**config.mk**
```make
export PLATFORM = sky130hd
export DESIGN_NAME = icm_i2c_master
export DESIGN_NICKNAME = d
export VERILOG_FILES = /design/src/icm_pkg.sv /design/src/icm_i2c_master.sv /design/src/icm_sync.sv
export SDC_FILE = /design/constraint.sdc
export NUM_CORES = 1
export LEC_CHECK = 0
export ABC_AREA = 1
export BUFFER_PORTS_ARGS = -buffer_cell sky130_fd_sc_hd__clkbuf_2
export CORE_UTILIZATION = 30
export DETAILED_ROUTE_END_ITERATION = 8
export GPL_ROUTABILITY_DRIVEN = 0
export PLACE_DENSITY_LB_ADDON = 0.12
export SKIP_CTS_REPAIR_TIMING = 1
export SLEW_MARGIN = 10
export SYNTH_ARGS = -nofsm -noshare
export SYNTH_HDL_FRONTEND = slang
export SYNTH_HIERARCHICAL = 1
export SYNTH_SLANG_ARGS = --single-unit
```
**constraint.sdc**
```tcl
create_clock -name ref_clk -period 4.4 [get_ports ref_clk]
set_input_delay 0.22 -clock ref_clk [delete_from_list [all_inputs] [get_ports ref_clk]]
set_output_delay 0.22 -clock ref_clk [all_outputs]
set_load 0.02 [all_outputs]
```
**src/icm_pkg.sv**
```systemverilog
// Purpose: shared constants and types for the i2c master closing/arbitration
// Assumes: 32-bit apb, word-aligned registers
// Notes:   offsets and field positions live here only
package icm_pkg;

  // ---------------------------------------------------------------------
  // register map (byte addresses)
  // ---------------------------------------------------------------------
  localparam logic [7:0] ICM_OFS_CTRL   = 8'h00; // control_reg_two
  localparam logic [7:0] ICM_OFS_STATUS = 8'h04; // port_status_reg
  localparam logic [7:0] ICM_OFS_BAUD   = 8'h08; // baud_reload_reg
  localparam logic [7:0] ICM_OFS_BUF    = 8'h0C; // shift_buffer_reg
  localparam logic [7:0] ICM_OFS_FLAGS  = 8'h10; // irq flags, w1c

  // ---------------------------------------------------------------------
  // control field positions
  // ---------------------------------------------------------------------
  localparam int ICM_B_START  = 0;
  localparam int ICM_B_RSTART = 1;
  localparam int ICM_B_STOP   = 2;
  localparam int ICM_B_ACK    = 4;
  localparam int ICM_B_ACK_DATA_VALUE  = 5;
  localparam int ICM_B_ENABLE = 7;

  // status field positions
  localparam int ICM_B_FULL  = 0;
  localparam int ICM_B_SSEEN = 3;
  localparam int ICM_B_PSEEN = 4;
  localparam int ICM_B_WRITE_COLLISION_FLAG  = 7;

  // flag field positions
  localparam int ICM_B_SPIF = 0;
  localparam int ICM_B_BCIF = 1;

  localparam logic [6:0] ICM_BAUD_RST = 7'h0_9;
  localparam logic [6:0] ICM_ZERO7    = 7'h0_0;
  localparam logic [3:0] ICM_BITS     = 4'h0_8;

  typedef enum logic [4:0] {
    ICM_IDLE,
    ICM_ST_CHK, ICM_ST_CNT1, ICM_ST_CNT2,
    ICM_RS_LOW, ICM_RS_REL, ICM_RS_WSCL, ICM_RS_CNT1, ICM_RS_CNT2,
    ICM_TX_LOW, ICM_TX_HIGH, ICM_TX_ACKL, ICM_TX_ACKH,
    ICM_AK_LOW, ICM_AK_WSCL, ICM_AK_HIGH,
    ICM_SP_WSDA, ICM_SP_CNT, ICM_SP_REL, ICM_SP_WSEE, ICM_SP_DONE
  } icm_state_t;

  // bus pins after synchronising
  typedef struct packed {
    logic scl;
    logic sda;
  } icm_pins_t;

endpackage

```
**src/icm_i2c_master.sv**
```systemverilog
// Purpose: i2c master closing sequences and multi-master arbitration
// Assumes: apb slave, 250 MHz ref_clk, open-drain pins outside
// Notes:   start/restart/tx kept minimal so arbitration can act on them
`timescale 1ns/10ps
`default_nettype none
module icm_i2c_master
  import icm_pkg::*;
(
  input  wire logic        ref_clk,
  input  wire logic        sys_rst,
  input  wire logic        psel,
  input  wire logic        penable,
  input  wire logic        pwrite,
  input  wire logic [7:0]  paddr,
  input  wire logic [31:0] pwdata,
  output logic      [31:0] prdata,
  output logic             pready,
  output logic             pslverr,
  input  wire logic        sclIn,
  output logic             sclOut,
  output logic             sclOe,
  input  wire logic        sdaIn,
  output logic             sdaOut,
  output logic             sdaOe,
  input  wire logic        irqEnable,
  output logic             wakeReq
);

  typedef struct packed {
    icm_state_t  fsm;
    logic [6:0]  cnt;        // baud_counter
    logic [6:0]  reload;     // baud_reload_reg
    logic [7:0]  buffer;     // shift_buffer_reg
    logic [7:0]  shifter;
    logic [3:0]  bitCnt;
    logic        enable;
    logic        startEn;
    logic        restartEn;
    logic        stopEn;
    logic        ack_seq_enable;
    logic        ackData;
    logic        bufFull;
    logic        write_collision_flag;
    logic        startSeen;
    logic        stopSeen;
    logic        spIrq;
    logic        bcIrq;
    logic        sclDrvLow;
    logic        sdaDrvLow;
    icm_pins_t   prev;
    logic [31:0] rdata;
    logic        ready;
    logic        err;
    logic        wake;
  } icm_state_s_t;

  icm_state_s_t s;
  icm_state_s_t next_s;
  icm_pins_t    pins;
  icm_pins_t    pinRaw;

  assign pinRaw.scl = sclIn;
  assign pinRaw.sda = sdaIn;

  // ---------------------------------------------------------------------
  // pin synchroniser
  // ---------------------------------------------------------------------
  icm_sync u_sync (
    .ref_clk (ref_clk),
    .sys_rst (sys_rst),
    .pinIn   (pinRaw),
    .pinOut  (pins)
  );

  // counter reached zero; shared by every timed phase
  function automatic logic baudDone(input logic [6:0] c);
    return c == ICM_ZERO7;
  endfunction

  function automatic logic [6:0] countDown(input logic [6:0] c);
    return baudDone(c) ? c : c - 7'h0_1;
  endfunction

  logic wrAcc;
  logic rdAcc;
  logic busy;
  logic startCond;
  logic stopCond;
  logic [31:0] wd;

  // ---------------------------------------------------------------------
  // bus access decode and bus-level condition detect
  // ---------------------------------------------------------------------
  always_comb begin
    wrAcc = psel & penable & pwrite & ~s.ready;
    rdAcc = psel & penable & ~pwrite & ~s.ready;
    wd    = pwdata;
    busy  = (s.fsm != ICM_IDLE);
    // edges on sda while scl high mark start and stop on the bus
    startCond = s.prev.sda & ~pins.sda & pins.scl & s.prev.scl;
    stopCond  = ~s.prev.sda & pins.sda & pins.scl & s.prev.scl;
  end

  // ---------------------------------------------------------------------
  // next-state logic
  // ---------------------------------------------------------------------
  always_comb begin
    next_s       = s;
    next_s.prev  = pins;
    next_s.ready = 1'b0;
    next_s.err   = 1'b0;
    next_s.wake  = 1'b0;
    next_s.cnt   = countDown(s.cnt);

    // w1c clears go first, so a hardware set later in this pass wins
    if (wrAcc && paddr == ICM_OFS_FLAGS) begin
      next_s.spIrq = next_s.spIrq & ~wd[ICM_B_SPIF];
      next_s.bcIrq = next_s.bcIrq & ~wd[ICM_B_BCIF];
    end

    if (startCond) begin
      next_s.startSeen = 1'b1;
      next_s.stopSeen  = 1'b0;
    end
    if (stopCond) begin
      next_s.stopSeen  = 1'b1;
      next_s.startSeen = 1'b0;
    end
    // stop on bus raises port flag only while idle with no stop of our own pending
    if (stopCond && s.fsm == ICM_IDLE && !s.stopEn) begin
      next_s.spIrq = 1'b1;
    end

    case (s.fsm)
      ICM_IDLE: begin
        next_s.sclDrvLow = s.sclDrvLow;
        if (s.startEn) begin
          next_s.fsm = ICM_ST_CHK;
        end else if (s.restartEn) begin
          next_s.sclDrvLow = 1'b1;
          next_s.fsm       = ICM_RS_LOW;
        end else if (s.stopEn) begin
          next_s.sdaDrvLow = 1'b1;
          next_s.fsm       = ICM_SP_WSDA;
        end else if (s.ack_seq_enable) begin
          // scl low, ack data on sda
          next_s.sclDrvLow = 1'b1;
          next_s.sdaDrvLow = ~s.ackData;
          next_s.cnt       = s.reload;
          next_s.fsm       = ICM_AK_LOW;
        end else if (s.bufFull) begin
          next_s.shifter   = s.buffer;
          next_s.bitCnt    = ICM_BITS;
          next_s.sdaDrvLow = ~s.buffer[7];
          next_s.sclDrvLow = 1'b1;
          next_s.cnt       = s.reload;
          next_s.fsm       = ICM_TX_LOW;
        end
      end
      // lines must be high before start
      ICM_ST_CHK: begin
        if (!pins.sda || !pins.scl) begin
          next_s.bcIrq   = 1'b1;
          next_s.startEn = 1'b0;
          next_s.fsm     = ICM_IDLE;
        end else begin
          next_s.cnt = s.reload;
          next_s.fsm = ICM_ST_CNT1;
        end
      end
      ICM_ST_CNT1: begin
        if (!pins.scl && pins.sda) begin
          next_s.bcIrq   = 1'b1;
          next_s.startEn = 1'b0;
          next_s.fsm     = ICM_IDLE;
        end else if (!pins.sda || baudDone(s.cnt)) begin
          next_s.sdaDrvLow = 1'b1;
          next_s.cnt       = s.reload;
          next_s.fsm       = ICM_ST_CNT2;
        end
      end
      ICM_ST_CNT2: begin
        if (baudDone(s.cnt)) begin
          next_s.sclDrvLow = 1'b1;
          next_s.startEn   = 1'b0;
          next_s.spIrq     = 1'b1;
          next_s.fsm       = ICM_IDLE;
        end
      end
      ICM_RS_LOW: begin
        if (!pins.scl) begin
          next_s.sdaDrvLow = 1'b0;
          next_s.cnt       = s.reload;
          next_s.fsm       = ICM_RS_REL;
        end
      end
      ICM_RS_REL: begin
        if (baudDone(s.cnt)) begin
          next_s.sclDrvLow = 1'b0;
          next_s.fsm       = ICM_RS_WSCL;
        end
      end
      ICM_RS_WSCL: begin
        if (pins.scl) begin
          if (!pins.sda) begin
            next_s.bcIrq     = 1'b1;
            next_s.restartEn = 1'b0;
            next_s.fsm       = ICM_IDLE;
          end else begin
            next_s.cnt = s.reload;
            next_s.fsm = ICM_RS_CNT1;
          end
        end
      end
      ICM_RS_CNT1: begin
        if (!pins.scl && pins.sda) begin
          next_s.bcIrq     = 1'b1;
          next_s.restartEn = 1'b0;
          next_s.fsm       = ICM_IDLE;
        end else if (!pins.sda || baudDone(s.cnt)) begin
          next_s.sdaDrvLow = 1'b1;
          next_s.cnt       = s.reload;
          next_s.fsm       = ICM_RS_CNT2;
        end
      end
      ICM_RS_CNT2: begin
        if (baudDone(s.cnt)) begin
          next_s.sclDrvLow = 1'b1;
          next_s.restartEn = 1'b0;
          next_s.spIrq     = 1'b1;
          next_s.fsm       = ICM_IDLE;
        end
      end
      ICM_TX_LOW: begin
        if (baudDone(s.cnt)) begin
          next_s.sclDrvLow = 1'b0;
          next_s.cnt       = s.reload;
          next_s.fsm       = ICM_TX_HIGH;
        end
      end
      ICM_TX_HIGH: begin
        if (!pins.scl) begin
          next_s.cnt = s.reload;
        end else if (!s.sdaDrvLow && !pins.sda) begin
          next_s.bcIrq     = 1'b1;
          next_s.bufFull   = 1'b0;
          next_s.sclDrvLow = 1'b0;
          next_s.fsm       = ICM_IDLE;
        end else if (baudDone(s.cnt)) begin
          next_s.sclDrvLow = 1'b1;
          next_s.cnt       = s.reload;
          next_s.shifter   = {s.shifter[6:0], 1'b0};
          next_s.bitCnt    = s.bitCnt - 4'h1;
          if (s.bitCnt == 4'h1) begin
            next_s.sdaDrvLow = 1'b0;
            next_s.bufFull   = 1'b0;
            next_s.fsm       = ICM_TX_ACKL;
          end else begin
            next_s.sdaDrvLow = ~s.shifter[6];
            next_s.fsm       = ICM_TX_LOW;
          end
        end
      end
      ICM_TX_ACKL: begin
        if (baudDone(s.cnt)) begin
          next_s.sclDrvLow = 1'b0;
          next_s.cnt       = s.reload;
          next_s.fsm       = ICM_TX_ACKH;
        end
      end
      ICM_TX_ACKH: begin
        if (!pins.scl) begin
          next_s.cnt = s.reload;
        end else if (baudDone(s.cnt)) begin
          next_s.sclDrvLow = 1'b1;
          next_s.spIrq     = 1'b1;
          // completed byte wakes a sleeping core
          next_s.wake      = irqEnable;
          next_s.fsm       = ICM_IDLE;
        end
      end
      ICM_AK_LOW: begin
        if (baudDone(s.cnt)) begin
          next_s.sclDrvLow = 1'b0;
          next_s.fsm       = ICM_AK_WSCL;
        end
      end
      ICM_AK_WSCL: begin
        if (pins.scl) begin
          next_s.cnt = s.reload;
          next_s.fsm = ICM_AK_HIGH;
        end
      end
      ICM_AK_HIGH: begin
        if (!s.sdaDrvLow && !pins.sda) begin
          next_s.bcIrq     = 1'b1;
          next_s.ack_seq_enable     = 1'b0;
          next_s.sclDrvLow = 1'b0;
          next_s.fsm       = ICM_IDLE;
        end else if (baudDone(s.cnt)) begin
          next_s.sclDrvLow = 1'b1;
          next_s.ack_seq_enable     = 1'b0;
          next_s.fsm       = ICM_IDLE;
        end
      end
      ICM_SP_WSDA: begin
        if (!pins.sda) begin
          next_s.cnt = s.reload;
          next_s.fsm = ICM_SP_CNT;
        end
      end
      ICM_SP_CNT: begin
        if (baudDone(s.cnt)) begin
          next_s.sclDrvLow = 1'b0;
          next_s.cnt       = s.reload;
          next_s.fsm       = ICM_SP_REL;
        end
      end
      ICM_SP_REL: begin
        // a bare low is the release still settling; only a fall collides
        if (s.prev.scl && !pins.scl) begin
          next_s.bcIrq     = 1'b1;
          next_s.stopEn    = 1'b0;
          next_s.sdaDrvLow = 1'b0;
          next_s.fsm       = ICM_IDLE;
        end else if (!pins.scl) begin
          // stretched: count only once scl reads high
          next_s.cnt = s.reload;
        end else if (baudDone(s.cnt)) begin
          next_s.sdaDrvLow = 1'b0;
          next_s.cnt       = s.reload;
          next_s.fsm       = ICM_SP_WSEE;
        end
      end
      ICM_SP_WSEE: begin
        if (pins.sda && pins.scl) begin
          next_s.stopSeen  = 1'b1;
          next_s.startSeen = 1'b0;
          next_s.cnt       = s.reload;
          next_s.fsm       = ICM_SP_DONE;
        end else if (baudDone(s.cnt)) begin
          next_s.bcIrq  = 1'b1;
          next_s.stopEn = 1'b0;
          next_s.fsm    = ICM_IDLE;
        end
      end
      ICM_SP_DONE: begin
        if (baudDone(s.cnt)) begin
          next_s.stopEn = 1'b0;
          next_s.spIrq  = 1'b1;
          next_s.fsm    = ICM_IDLE;
        end
      end
      default: next_s.fsm = ICM_IDLE;
    endcase

    // ---------------------------------------------------------------
    // apb register access; hardware sets beat software clears
    // ---------------------------------------------------------------
    if (psel && penable && !s.ready) begin
      next_s.ready = 1'b1;
    end
    if (rdAcc) begin
      case (paddr)
        ICM_OFS_CTRL:   next_s.rdata = {24'h0, s.enable, 1'b0, s.ackData,
                                        s.ack_seq_enable, 1'b0, s.stopEn,
                                        s.restartEn, s.startEn};
        ICM_OFS_STATUS: next_s.rdata = {24'h0, s.write_collision_flag, 2'b0, s.stopSeen,
                                        s.startSeen, 2'b0, s.bufFull};
        ICM_OFS_BAUD:   next_s.rdata = {25'h0, s.reload};
        ICM_OFS_BUF:    next_s.rdata = {24'h0, s.buffer};
        ICM_OFS_FLAGS:  next_s.rdata = {30'h0, s.bcIrq, s.spIrq};
        default: begin
          next_s.rdata = 32'h0;
          next_s.err   = 1'b1;
        end
      endcase
    end
    if (wrAcc) begin
      case (paddr)
        ICM_OFS_CTRL: begin
          next_s.enable  = wd[ICM_B_ENABLE];
          next_s.ackData = wd[ICM_B_ACK_DATA_VALUE];
          // new sequences only while idle; no queueing
          if (!busy && !s.startEn && !s.restartEn && !s.stopEn &&
              !s.ack_seq_enable) begin
            next_s.startEn   = wd[ICM_B_START];
            next_s.restartEn = wd[ICM_B_RSTART];
            next_s.stopEn    = wd[ICM_B_STOP];
            next_s.ack_seq_enable     = wd[ICM_B_ACK];
          end
        end
        ICM_OFS_STATUS: begin
          if (wd[ICM_B_WRITE_COLLISION_FLAG]) begin
            next_s.write_collision_flag = 1'b0;
          end
        end
        ICM_OFS_BAUD: next_s.reload = wd[6:0];
        ICM_OFS_BUF: begin
          if (busy || s.bufFull || s.ack_seq_enable || s.stopEn ||
              s.startEn || s.restartEn) begin
            next_s.write_collision_flag = 1'b1;
          end else begin
            next_s.buffer  = wd[7:0];
            next_s.bufFull = 1'b1;
          end
        end
        ICM_OFS_FLAGS: begin
          // cleared ahead of the state machine
        end
        default: begin
          next_s.rdata = 32'h0000_0000;
          next_s.err   = 1'b1;
        end
      endcase
    end

    // disable kills transfer and seen bits
    if (!s.enable) begin
      next_s.fsm       = ICM_IDLE;
      next_s.startSeen = 1'b0;
      next_s.stopSeen  = 1'b0;
      next_s.sclDrvLow = 1'b0;
      next_s.sdaDrvLow = 1'b0;
      next_s.startEn   = 1'b0;
      next_s.restartEn = 1'b0;
      next_s.stopEn    = 1'b0;
      next_s.ack_seq_enable     = 1'b0;
      next_s.bufFull   = 1'b0;
    end
  end

  // ---------------------------------------------------------------------
  // state register; reset disables the unit
  // ---------------------------------------------------------------------
  always_ff @(posedge ref_clk) begin
    if (sys_rst) begin
      s        <= '0;
      s.fsm    <= ICM_IDLE;
      s.reload <= ICM_BAUD_RST;
      s.prev   <= '1;
    end else begin
      s <= next_s;
    end
  end

  // open-drain: only ever drive low
  assign sclOut  = 1'b0;
  assign sdaOut  = 1'b0;
  assign sclOe   = s.sclDrvLow;
  assign sdaOe   = s.sdaDrvLow;
  assign prdata  = s.rdata;
  assign pready  = s.ready;
  assign pslverr = s.err;
  assign wakeReq = s.wake;

endmodule
`default_nettype wire

```
**src/icm_sync.sv**
```systemverilog
// Purpose: two-flop synchroniser for the bus pins
// Assumes: pins are asynchronous to ref_clk
// Notes:   first stage feeds only the second
`timescale 1ns/10ps
`default_nettype none
module icm_sync
  import icm_pkg::*;
(
  input  wire logic      ref_clk,
  input  wire logic      sys_rst,
  input  wire icm_pins_t pinIn,
  output icm_pins_t      pinOut
);

  typedef struct packed {
    icm_pins_t meta;
    icm_pins_t stable;
  } icm_sync_t;

  icm_sync_t st;
  icm_sync_t next_st;

  // ---------------------------------------------------------------------
  // two stages; idle bus reads high
  // ---------------------------------------------------------------------
  always_comb begin
    next_st.meta   = pinIn;
    next_st.stable = st.meta;
  end

  always_ff @(posedge ref_clk) begin
    if (sys_rst) begin
      st <= '1;
    end else begin
      st <= next_st;
    end
  end

  assign pinOut = st.stable;

endmodule
`default_nettype wire
```
# Yosys cells after proc, flatten, opt, wreduce, memory -nomap -nowiden
# Cells that the tools add are included.
[totals] output_inout_bits=39 regBits=93 input_bits=48
[classes] bitwise=27 n_reduce_logical=52 mux=135 n_addsub=2 n_eq_ne=57
[op_table] operator="$mux 12" n=13
[op_table] operator="$mux 7" n=15
[op_table] operator="$pmux 7 s15" n=1
[op_table] operator="$mux 32" n=3
[op_table] operator="$pmux 5 s19" n=1
[op_table] operator="$mux 11" n=8
[op_table] operator="$mux 5" n=16
[op_table] operator="$mux 1" n=54
[op_table] operator="$eq 5x4->1 const B" n=8
[op_table] operator="$pmux 8 s5" n=1
[op_table] operator="$ne 2x2->1 const B" n=17
[op_table] operator="$eq 5x5->1 const B" n=5
[op_table] operator="$mux 2" n=11
[op_table] operator="$pmux 11 s2" n=1
[op_table] operator="$eq 5x3->1 const B" n=4
[op_table] operator="$reduce_and 17->1" n=1
[op_table] operator="$eq 8x4->1 const B" n=2
[op_table] operator="$ne 3x3->1 const B" n=5
[op_table] operator="$not 1->1" n=14
[op_table] operator="$and 1x1->1" n=13
[op_table] operator="$logic_and 1x1->1" n=13
[op_table] operator="$ne 2x1->1 const B" n=6
[op_table] operator="$reduce_and 12->1" n=1
[op_table] operator="$eq 5x2->1 const B" n=2
[op_table] operator="other kinds (33)" n=58

# Depth between registers and ports, before layout
# Gate-level depths: netlist of the first run.
[logic_depth] word_depth=10 depth_mapped=16

# Cells and area by module
# The synthesis of the first run kept the hierarchy.
[by_module_without_submodules] module="icm_i2c_master" cells_each=1027 n_inst=1 seq_area_each_um2=1781.7 area_per_inst_um2=6301.0
[by_module_without_submodules] module="icm_sync" cells_each=13 n_inst=1 seq_area_each_um2=80.1 area_per_inst_um2=116.4

# Least setup slack after synthesis of the first run
# Ideal clock, no wire load.
[synth_path] path_type="reg2reg" from="register s[78] in the netlist's numbering" to="register s[82] in the netlist's numbering" setup_ns=0.109 arrival_time_ns=1.722 synth_period_minus_slack_ns=1.831 path_stages_with_launch=15 setup_slack_ns=2.569 required_time_ns=4.291 path_cell_list="dfxtp_1 > inv_1 > ha_1 > inv_1 > nor2_1 > nand3_2 > buf_2 > nand3_1 > nand2_1 > nand3_1 > nand2_1 > a21oi_1 > nand3_1 > nand2_1 > inv_1"
[synth_between] elab_chain_len=8 elab_cells_between_ends=31 classes_between="1 x add/sub; 28 x mux; 2 x reduce/logical"
[synth_lines] element="start: declaration" line_no="icm_i2c_master.sv:57" rtl="icm_state_s_t s;"
[synth_lines] element="start signal: assignment" line_no="icm_i2c_master.sv:443" rtl="s <= next_s;"
[synth_lines] element="$sub 7x1->7 / $logic_not 7->1 (equally long branches)" line_no="icm_i2c_master.sv:81, icm_i2c_master.sv:77"
[synth_lines] element="$mux 7" line_no="icm_i2c_master.sv:81" rtl="return baudDone(c) ? c : c - 7'h0_1;"
[synth_lines] element="$mux 12" line_no="icm_i2c_master.sv:151" rtl="end else if (s.bufFull) begin"
[synth_lines] element="$mux 12" line_no="icm_i2c_master.sv:145" rtl="end else if (s.ack_seq_enable) begin"
[synth_lines] element="$mux 7" line_no="icm_i2c_master.sv:142" rtl="end else if (s.stopEn) begin"
[synth_lines] element="$mux 7" line_no="icm_i2c_master.sv:139" rtl="end else if (s.restartEn) begin"
[synth_lines] element="$mux 7" line_no="icm_i2c_master.sv:137" rtl="if (s.startEn) begin"
[synth_lines] element="$pmux 7 s15 (*)" line_no="icm_i2c_master.sv:134" rtl="case (s.fsm)"
# Every way passes the cells marked *; elsewhere a longest branch is shown, timed or not. The select of a mux whose other input is x is not followed.
# A chain may end at the register's enable or synchronous reset.

# Worst setup path in the final report of the first run
[layout_path] from="register s[78] in the netlist's numbering" to="register s (netlist bit sdaOe)"
[layout_between] elab_chain_len=4 elab_cells_between_ends=6 classes_between="3 x eq/ne; 3 x reduce/logical"
[layout_lines] element="$logic_not 7->1 (*)" line_no="icm_i2c_master.sv:77" rtl="return c == ICM_ZERO7;"
[layout_lines] element="$logic_or 1x1->1" line_no="icm_i2c_master.sv:176, icm_i2c_master.sv:220"
[layout_lines] element="$ne 2x1->1 (no line)"
[layout_lines] element="$reduce_and 12->1 (no line) (*)"
# Every way passes the cells marked *; elsewhere a longest branch is shown, timed or not.

==> flow_summary.toml, run 1 <==
[status]
status = "complete, no violations"

[route]
routed_wl_um = 22200
dr.pass1.iters = 5
antenna_left = 0
drc = 0
drt-vias-per-instance = 4.85
drtIter0Drc = 600
wl_per_cell_um = 16.6
via_count = 6478

[clocking]
ctsRootBufferMaster = "clkbuf_16"
h-tree-depth = 3
clk_latency_ns = 0.36
cts_tree = "yes"
cts.clk_slew.worst_paths_ns = 0.07
clockBufferDepth = 2
clock_sinks = 93
cts_made_buffers = 9

[global_route]
grt_usage = 0.203
grt_pass1_wl_um = 33900
grt_antenna_before_repair = 0
grt.overflow.total = 0
grt_max_degree = 35
first_global_vias = 5825

[synthesis]
synthCells = 1040
yosysMostFrequentCell = "nand2_1"
synth_top_cells_by_count = "nand2_1, nor2_1, inv_1, dfxtp_1, nand3_1"
synth-seq-cells = 93
synth_top_area_frac = 0.290
synth.avg_cell_area_um2 = 6.17
synth.distinct_cells = 45
async_flop_share = 0
syn_area_um2 = 6420
synth_edf_count = 0
synth_ff_type = "dfxtp_1"
yosys-top-cells-area = "dfxtp_1, nand2_1, nor2_1, nand3_1, inv_1"
yosysWarningCount = 6
synth_area_leader_cell = "dfxtp_1"
synth.yosys.seq_area_share = 0.290

[pwr]
power_frac_clock = 0.314
p_leak_nw = 3.36
p_sw_mw = 1.04
power_frac_comb = 0.334
share_seq_of_total_power = 0.351
powerDensity_nw_per_um2 = 362
sw_frac_of_total = 0.406
ir_worst_vdd_mv = 0.173
p_int_mw = 1.51

[timing]
rsz0062_at_grt = "no"
finalSetupViolations = 0
post-route-min-period_ns = 2.64
hold_viol = 0
tns_ns = 0
finalCritPeriodShare = 0.600
timing.final.ws_setup_ns = 1.76
maxSlewViolCount = 0
max_freq_mhz = 379
finClkSkew_ns = 0.00891
worst_pin_slew_ns = 1.16
relSlewSlack = 0.227

[floorplan]
rows = 53
ios = 87
fp.dieW_um = 148
die_y_um = 148
start_util = 0.305
core_um2 = 21000
fp.dieArea_um2 = 22000

[finish]
syn_to_final_growth_pct = 9.48
drive_above_1_share = 0.152
diodes = 0
fillers = 2394
num-nets-final = 1108

[setup_path]
path_class = "reg2reg"
required_ns = 4.70
cp-end-kind = "register"
cp_common_cell = "nor2_1"
critPathLaunchType = "register"
cpPeakStageDelay_ns = 0.63
path_cells = "inv_1 -> ha_1 -> inv_1 -> nor2_1 -> nand3_2 -> o21ai_0 -> nor2_1 -> nor3_2 -> nand3_1 -> nor2b_1 -> nor2_1"
cp_data_arrival_time_ns = 2.94
crit_fanout = 18
slowest_stage = "o21ai_0"

[place]
place_hpwl_um = 16800
place_ws_ns = 1.76
port_buffers = 60

[job]
cap_violations = 0

[hold_path]
min_path_type = "in2reg"
power by group through the flow:
stage / Combinational, mW / Sequential, mW / Clock (mW)
detailed placement: 0.839 / 0.915 / 0
CTS: 0.841 / 0.895 / 0.829
global route: 0.972 / 0.900 / 0.857
finish: 0.851 / 0.895 / 0.801
global placement: 0.847 / 0.915 / 0
floorplan: 0.622 / 0.907 / 0
routing by layer:
layer / up-vias / track usage / part of all wire
met5: - / 0 / 0
met4: 0 / 0.0613 / 0.020
met3: 32 / 0.0264 / 0.039
met2: 150 / 0.308 / 0.43
met1: 2957 / 0.296 / 0.51
li1: 3339 / - / -
cells in the final DEF (no fill, tap or decap), drive strengths merged, types with 2 or more instances in the layout:
cell / n
o211ai: 5
nand3: 91
a31oi: 3
nor3: 18
xor2: 3
a21oi: 66
a211oi: 2
o21bai: 3
o21ai: 70
nor2: 174
clkinv: 3
clkbuf: 69
buf: 9
conb: 2
inv: 119
a22oi: 2
nand2: 297
dfxtp: 93
nand4: 19
ha: 4
cells by family (layout without fill, tap and decap cells):
logic type,count (synthesis),count (layout),synth area share
simple gates,601,601,0.432
buf+inv,181,201,0.134
compound gates,157,157,0.132
flops,93,93,0.290
fa+ha+maj,4,4,0.00780
xor+xnor,3,3,0.00410
other cells,1,2,0.000584
stage by stage:
stage          area, um^2  instances   util  hold slack (ns)  power, mW
6_report             7030       1336  0.334           0.0387       2.55
5_1_grt              7030       1336  0.334           0.0322       2.73
4_1_cts              7030       1336  0.334           0.0287       2.56
3_5_place_dp         6720       1320  0.320            0.394       1.75
3_3_place_gp         6720       1320  0.320            0.391       1.76
2_1_floorplan        6420       1041      -            0.310       1.53
worst paths after layout:
path | depth (start not counted) | slack (ns) | start | to
hold / removal | 3 | 0.04 | sclIn | u_sync/next_st[1]
setup / recovery | 11 | 1.76 | s[78] | sdaOe
hold reg to reg | 2 | 0.41 | u_sync/next_st[0] | u_sync/pinOut[0]
setup reg to reg | 11 | 1.76 | s[78] | sdaOe
worst max-delay path, delay by kind of cell (launching register included):
kind / cells / cell delay (ns)
simple gates: 7 / 1.24
compound gates: 1 / 0.63
flops: 1 / 0.31
buf+inv: 2 / 0.20
fa+ha+maj: 1 / 0.19
sequential cells by signal (all words and copies together), names as in the netlist:
signal	cells
u_sync/pinOut	2
s	52
sclOe	1
sdaOe	1
pslverr	1
prdata	32
wakeReq	1
u_sync/next_st	2
pready	1
cell type report:
cell class,instances,area (um^2),share of cell area
sequential,93,1860,0.265
inverter,116,440,0.0627
tap,275,344,0.0490
multi-input combinational,767,3710,0.528
timing repair buffer,69,368,0.0524
clock buffer,9,225,0.0321
clock inverter,7,80.1,0.0114
Power figures use the tool's default switching activity.
==> inputs of run 2 (changes only) <==
ABC_AREA = 0   (was 1)
clock period = 2.5 ns   (was 4.4 ns; I/O delays follow)
==> flow_summary.toml, run 2 <==
[clocking]
cts.clk_slew.worst_paths_ns = 0.07
clock_sinks = 93
cts_made_buffers = 9
clockBufferDepth = 2
clk_latency_ns = 0.36
cts_tree = "yes"
h-tree-depth = 3
ctsRootBufferMaster = "clkbuf_16"

[setup_path]
required_ns = 2.77
crit_fanout = 7
cp_data_arrival_time_ns = 2.65
path_cells = "or4_1 -> buf_4 -> o21ai_4 -> o211ai_1 -> or3_4 -> or2_4 -> o31ai_1"
path_class = "reg2reg"
path_buf_inv = 1
critPathLaunchType = "register"
cpPeakStageDelay_ns = 0.58
slowest_stage = "or4_1"
cp-end-kind = "register"
cp_top_family = "simple AND/OR/NAND/NOR gates"

[synthesis]
synthCells = 733
yosysWarningCount = 6
syn_area_um2 = 5770
synth_top_area_frac = 0.323
yosys-top-cells-area = "dfxtp_1, nor2_1, a21oi_1, buf_4, nand2_1"
async_flop_share = 0
synth.yosys.seq_area_share = 0.323
synth.avg_cell_area_um2 = 7.87
synth_ff_type = "dfxtp_1"
synth_top_cells_by_count = "dfxtp_1, nor2_1, a21oi_1, nand2_1, clkbuf_1"
synth_area_leader_cell = "dfxtp_1"
yosysMostFrequentCell = "dfxtp_1"
synth.distinct_cells = 82
synth_edf_count = 0
synth-seq-cells = 93

[timing]
rsz0062_at_grt = "no"
post-route-min-period_ns = 2.39
max_freq_mhz = 419
finalCritPeriodShare = 0.954
relSlewSlack = 0.473
hold_viol = 0
finClkSkew_ns = 0.0121
tns_ns = 0
worst_pin_slew_ns = 0.789
finalSetupViolations = 0
maxSlewViolCount = 0

[global_route]
grt_antenna_before_repair = 0
grt_max_degree = 44
grt_usage = 0.204
grt_pass1_wl_um = 31100
grt.overflow.total = 0
first_global_vias = 5521

[route]
drtIter0Drc = 433
wl_per_cell_um = 19.1
drt-vias-per-instance = 5.56
dr.pass1.iters = 5
routed_wl_um = 19800
via_count = 5760
drc = 0
antenna_left = 0

[finish]
multi_input_area_um2 = 3380
fillers = 1984
mostFrequentLayoutCell = "dfxtp_1"
layout_common_cells = "dfxtp_1, nor2_1, buf_4"
diodes = 0
num-nets-final = 850
largest_reg_flops = 52
syn_to_final_growth_pct = 18.8
top_register = "s"
drive_above_1_share = 0.237
regArea_um2 = 1860
fin_cells = 1036

[floorplan]
start_util = 0.307
fp.dieArea_um2 = 19800
ios = 87
core_um2 = 18800
rows = 50
die_y_um = 141
fp.dieW_um = 141

[place]
port_buffers = 60
placed_cells = 1018
place_hpwl_um = 14900

[pwr]
powerDensity_nw_per_um2 = 651
ir_worst_vdd_mv = 0.353
p_leak_nw = 2.81

[status]
status = "complete, no violations"

[hold_path]
min_path_type = "in2reg"

[job]
cap_violations = 0
run 2: tightest hold or removal path: stages:
cell and delay (ns):
clkbuf_2 0.09, mux2i_1 0.06, nor2_1 0.07
run 2: path summary, 6_finish.rpt:
path / start / to / slack, ns / cells after the start
setup / recovery: s[81] / s[85] / 0.11 / 7
hold / removal: pwdata[3] / s[66] / 0.03 / 3
setup reg to reg: s[81] / s[85] / 0.11 / 7
hold reg to reg: u_sync/next_st[1] / u_sync/pinOut[1] / 0.41 / 1
run 2: per-stage QoR:
stage	hold WS (ns)	utilization	cell area, um^2	setup slack [ns]	power (mW)
floorplan	0.222	-	5770	0.107	2.48
global placement	0.313	0.347	6510	0.0799	3.02
detailed placement	0.309	0.347	6510	0.0720	3.00
CTS	-0.0716	0.362	6800	0.0667	4.45
global route	0.0430	0.365	6860	0.00669	4.69
finish	0.0329	0.365	6860	0.115	4.46
run 2: power breakdown:
| part | switching (mW) | total, mW | leakage [nW] | internal, mW |
|---|---|---|---|---|
| clock network | 0.643 | 1.42 | 0.139 | 0.779 |
| registers | 0.0324 | 1.57 | 0.753 | 1.54 |
| logic | 0.871 | 1.47 | 1.92 | 0.596 |
run 2: kinds of logic after synthesis:
kind of cell               Yosys count  synth area share
muxes                               26            0.0505
AOI/OAI and AO/OA                  202             0.242
other                                1          0.000650
xor gates and xnor gates             7            0.0106
DFF                                 93             0.323
and+or+nand+nor                    292             0.268
adders and majority gates            4           0.00867
buffers and inverters              108            0.0963
run 2: area by class of cell:
| cell class | instances | share of cell area |
|---|---|---|
| clock buffers | 9 | 0.0329 |
| clock inverters | 6 | 0.0104 |
| inverters | 21 | 0.0115 |
| multi-input cells | 533 | 0.493 |
| flip-flops and latches | 93 | 0.272 |
| well taps | 234 | 0.0427 |
| repair buffers | 140 | 0.138 |
run 2: routing by layer:
metal,share of wire,global-route usage,vias to the layer above
met5,0,0,-
met4,0.030,0.0778,0
met3,0.061,0.0445,38
met2,0.45,0.319,221
met1,0.46,0.272,2752
li1,-,-,2749
==> inputs of run 3 (changes only) <==
ABC_AREA = 1   (was 0)
==> flow_summary.toml, run 3 (synthesis gave the netlist of run 1 again) <==
[pwr]
p_leak_nw = 3.50
power_frac_clock = 0.318
power_mw = 4.66
ir_worst_vdd_mv = 0.316
powerDensity_nw_per_um2 = 640
p_int_mw = 2.85
p_sw_mw = 1.80
sw_frac_of_total = 0.387
power_frac_comb = 0.343
share_seq_of_total_power = 0.338

[setup_path]
cp_top_family = "simple AND/OR/NAND/NOR gates"
cpPeakStageDelay_ns = 0.55
cp_data_arrival_time_ns = 2.57
path_class = "reg2reg"
cp-end-kind = "register"
required_ns = 2.75
critPathLaunchType = "register"
slowest_stage = "dfxtp_1"
path_buf_inv = 3
crit_fanout = 11
path_cells = "inv_2 -> nor2_8 -> nand2_2 -> nand2_1 -> nor2_2 -> nand3_2 -> inv_1 -> o21ai_0 -> nand3_1 -> nand2_1 -> inv_1"

[route]
drt-vias-per-instance = 4.89
routed_wl_um = 22500
wl_per_cell_um = 16.5
via_count = 6657
antenna_left = 0
drtIter0Drc = 535
drc = 0
dr.pass1.iters = 6

[floorplan]
ios = 87
fp.dieW_um = 148
die_y_um = 148
core_um2 = 21000
fp.dieArea_um2 = 22000
start_util = 0.305
rows = 53

[timing]
holdWs_ns = 0.0359
max_freq_mhz = 431
worst_pin_slew_ns = 0.583
hold_viol = 0
post-route-min-period_ns = 2.32
maxSlewViolCount = 0
finalCritPeriodShare = 0.927
relSlewSlack = 0.611
finClkSkew_ns = 0.00885
finalSetupViolations = 0

[clocking]
clk_latency_ns = 0.35
clock_sinks = 93
clockBufferDepth = 2
h-tree-depth = 3
cts_tree = "yes"
cts_made_buffers = 9
ctsRootBufferMaster = "clkbuf_16"
cts.clk_slew.worst_paths_ns = 0.07

[global_route]
grt_antenna_before_repair = 0
grt_usage = 0.208
grt_pass1_wl_um = 35000
grt_max_degree = 23
grt.overflow.total = 0
first_global_vias = 6191

[finish]
layout_common_cells = "nand2_1, nor2_1, inv_1"
post-route-util = 0.346
num-nets-final = 1134
mostFrequentLayoutCell = "nand2_1"
top_register = "s"
drive_above_1_share = 0.170
fillers = 2362
diodes = 0
final_area_um2 = 7270
syn_to_final_growth_pct = 13.3
largest_reg_flops = 52

[place]
place_hpwl_um = 17600
dpl_cell_area_um2 = 6930
port_buffers = 60

[job]
cap_violations = 0

[hold_path]
min_path_type = "in2reg"

[status]
status = "complete, no violations"
run 3: cell count changes in the layout (fill, tap and decap cells not counted), sizes merged, moves of 19 or more:
cell,before,now
inv,23,120
nor2,80,174
nand3,18,91
buf,77,33
o21ai,37,70
nand2,51,297
and2,28,0
mux2i,19,0
run 3: routing by layer:
metal / vias up / wire, um / global-route usage
li1: 3386 / - / -
met1: 3078 / 11300 / 0.300
met2: 161 / 9720 / 0.313
met3: 32 / 996 / 0.0362
met4: 0 / 488 / 0.0619
met5: - / 0 / 0
run 3: layout make-up:
class	count	area, um^2	area share
well taps	275	344	0.0473
inverters	116	440	0.0606
clock buffers	10	239	0.0329
repair buffers	95	593	0.0816
multi-input cells	767	3710	0.511
flip-flops and latches	93	1860	0.256
clock inverters	6	77.6	0.0107
run 3: worst paths after layout:
check,slack [ns],from,cells after the start,end
worst max register to register,0.18,s[86],11,s[80]
worst min-delay path,0.04,irqEnable,3,wakeReq
worst min register to register,0.42,u_sync/next_st[0],2,u_sync/pinOut[0]
worst max-delay path,0.18,s[86],11,s[80]
run 3: power by group through the flow:
stage / clock, mW / combinational [mW] / sequential [mW]
3_5_place_dp: 0 / 1.56 / 1.61
3_3_place_gp: 0 / 1.58 / 1.61
4_1_cts: 1.53 / 1.57 / 1.57
5_1_grt: 1.59 / 1.82 / 1.58
6_report: 1.48 / 1.60 / 1.57
2_1_floorplan: 0 / 1.10 / 1.60
run 3: worst reg2reg max path: stages, from the launching register on:
cell and delay (ns):
dfxtp_1 0.55, inv_2 0.14, nor2_8 0.18, nand2_2 0.27, nand2_1 0.19, nor2_2 0.05, nand3_2 0.24, inv_1 0.15
o21ai_0 0.20, nand3_1 0.13, nand2_1 0.08, inv_1 0.04
run 3: per-stage QoR:
step / setup slack, ns / setup TNS, ns / instances
2_1_floorplan: 0.669 / 0 / 1041
3_3_place_gp: 0.280 / 0 / 1344
3_5_place_dp: 0.301 / 0 / 1344
4_1_cts: 0.262 / 0 / 1360
5_1_grt: -0.00238 / -0.00238 / 1362
6_report: 0.182 / 0 / 1362
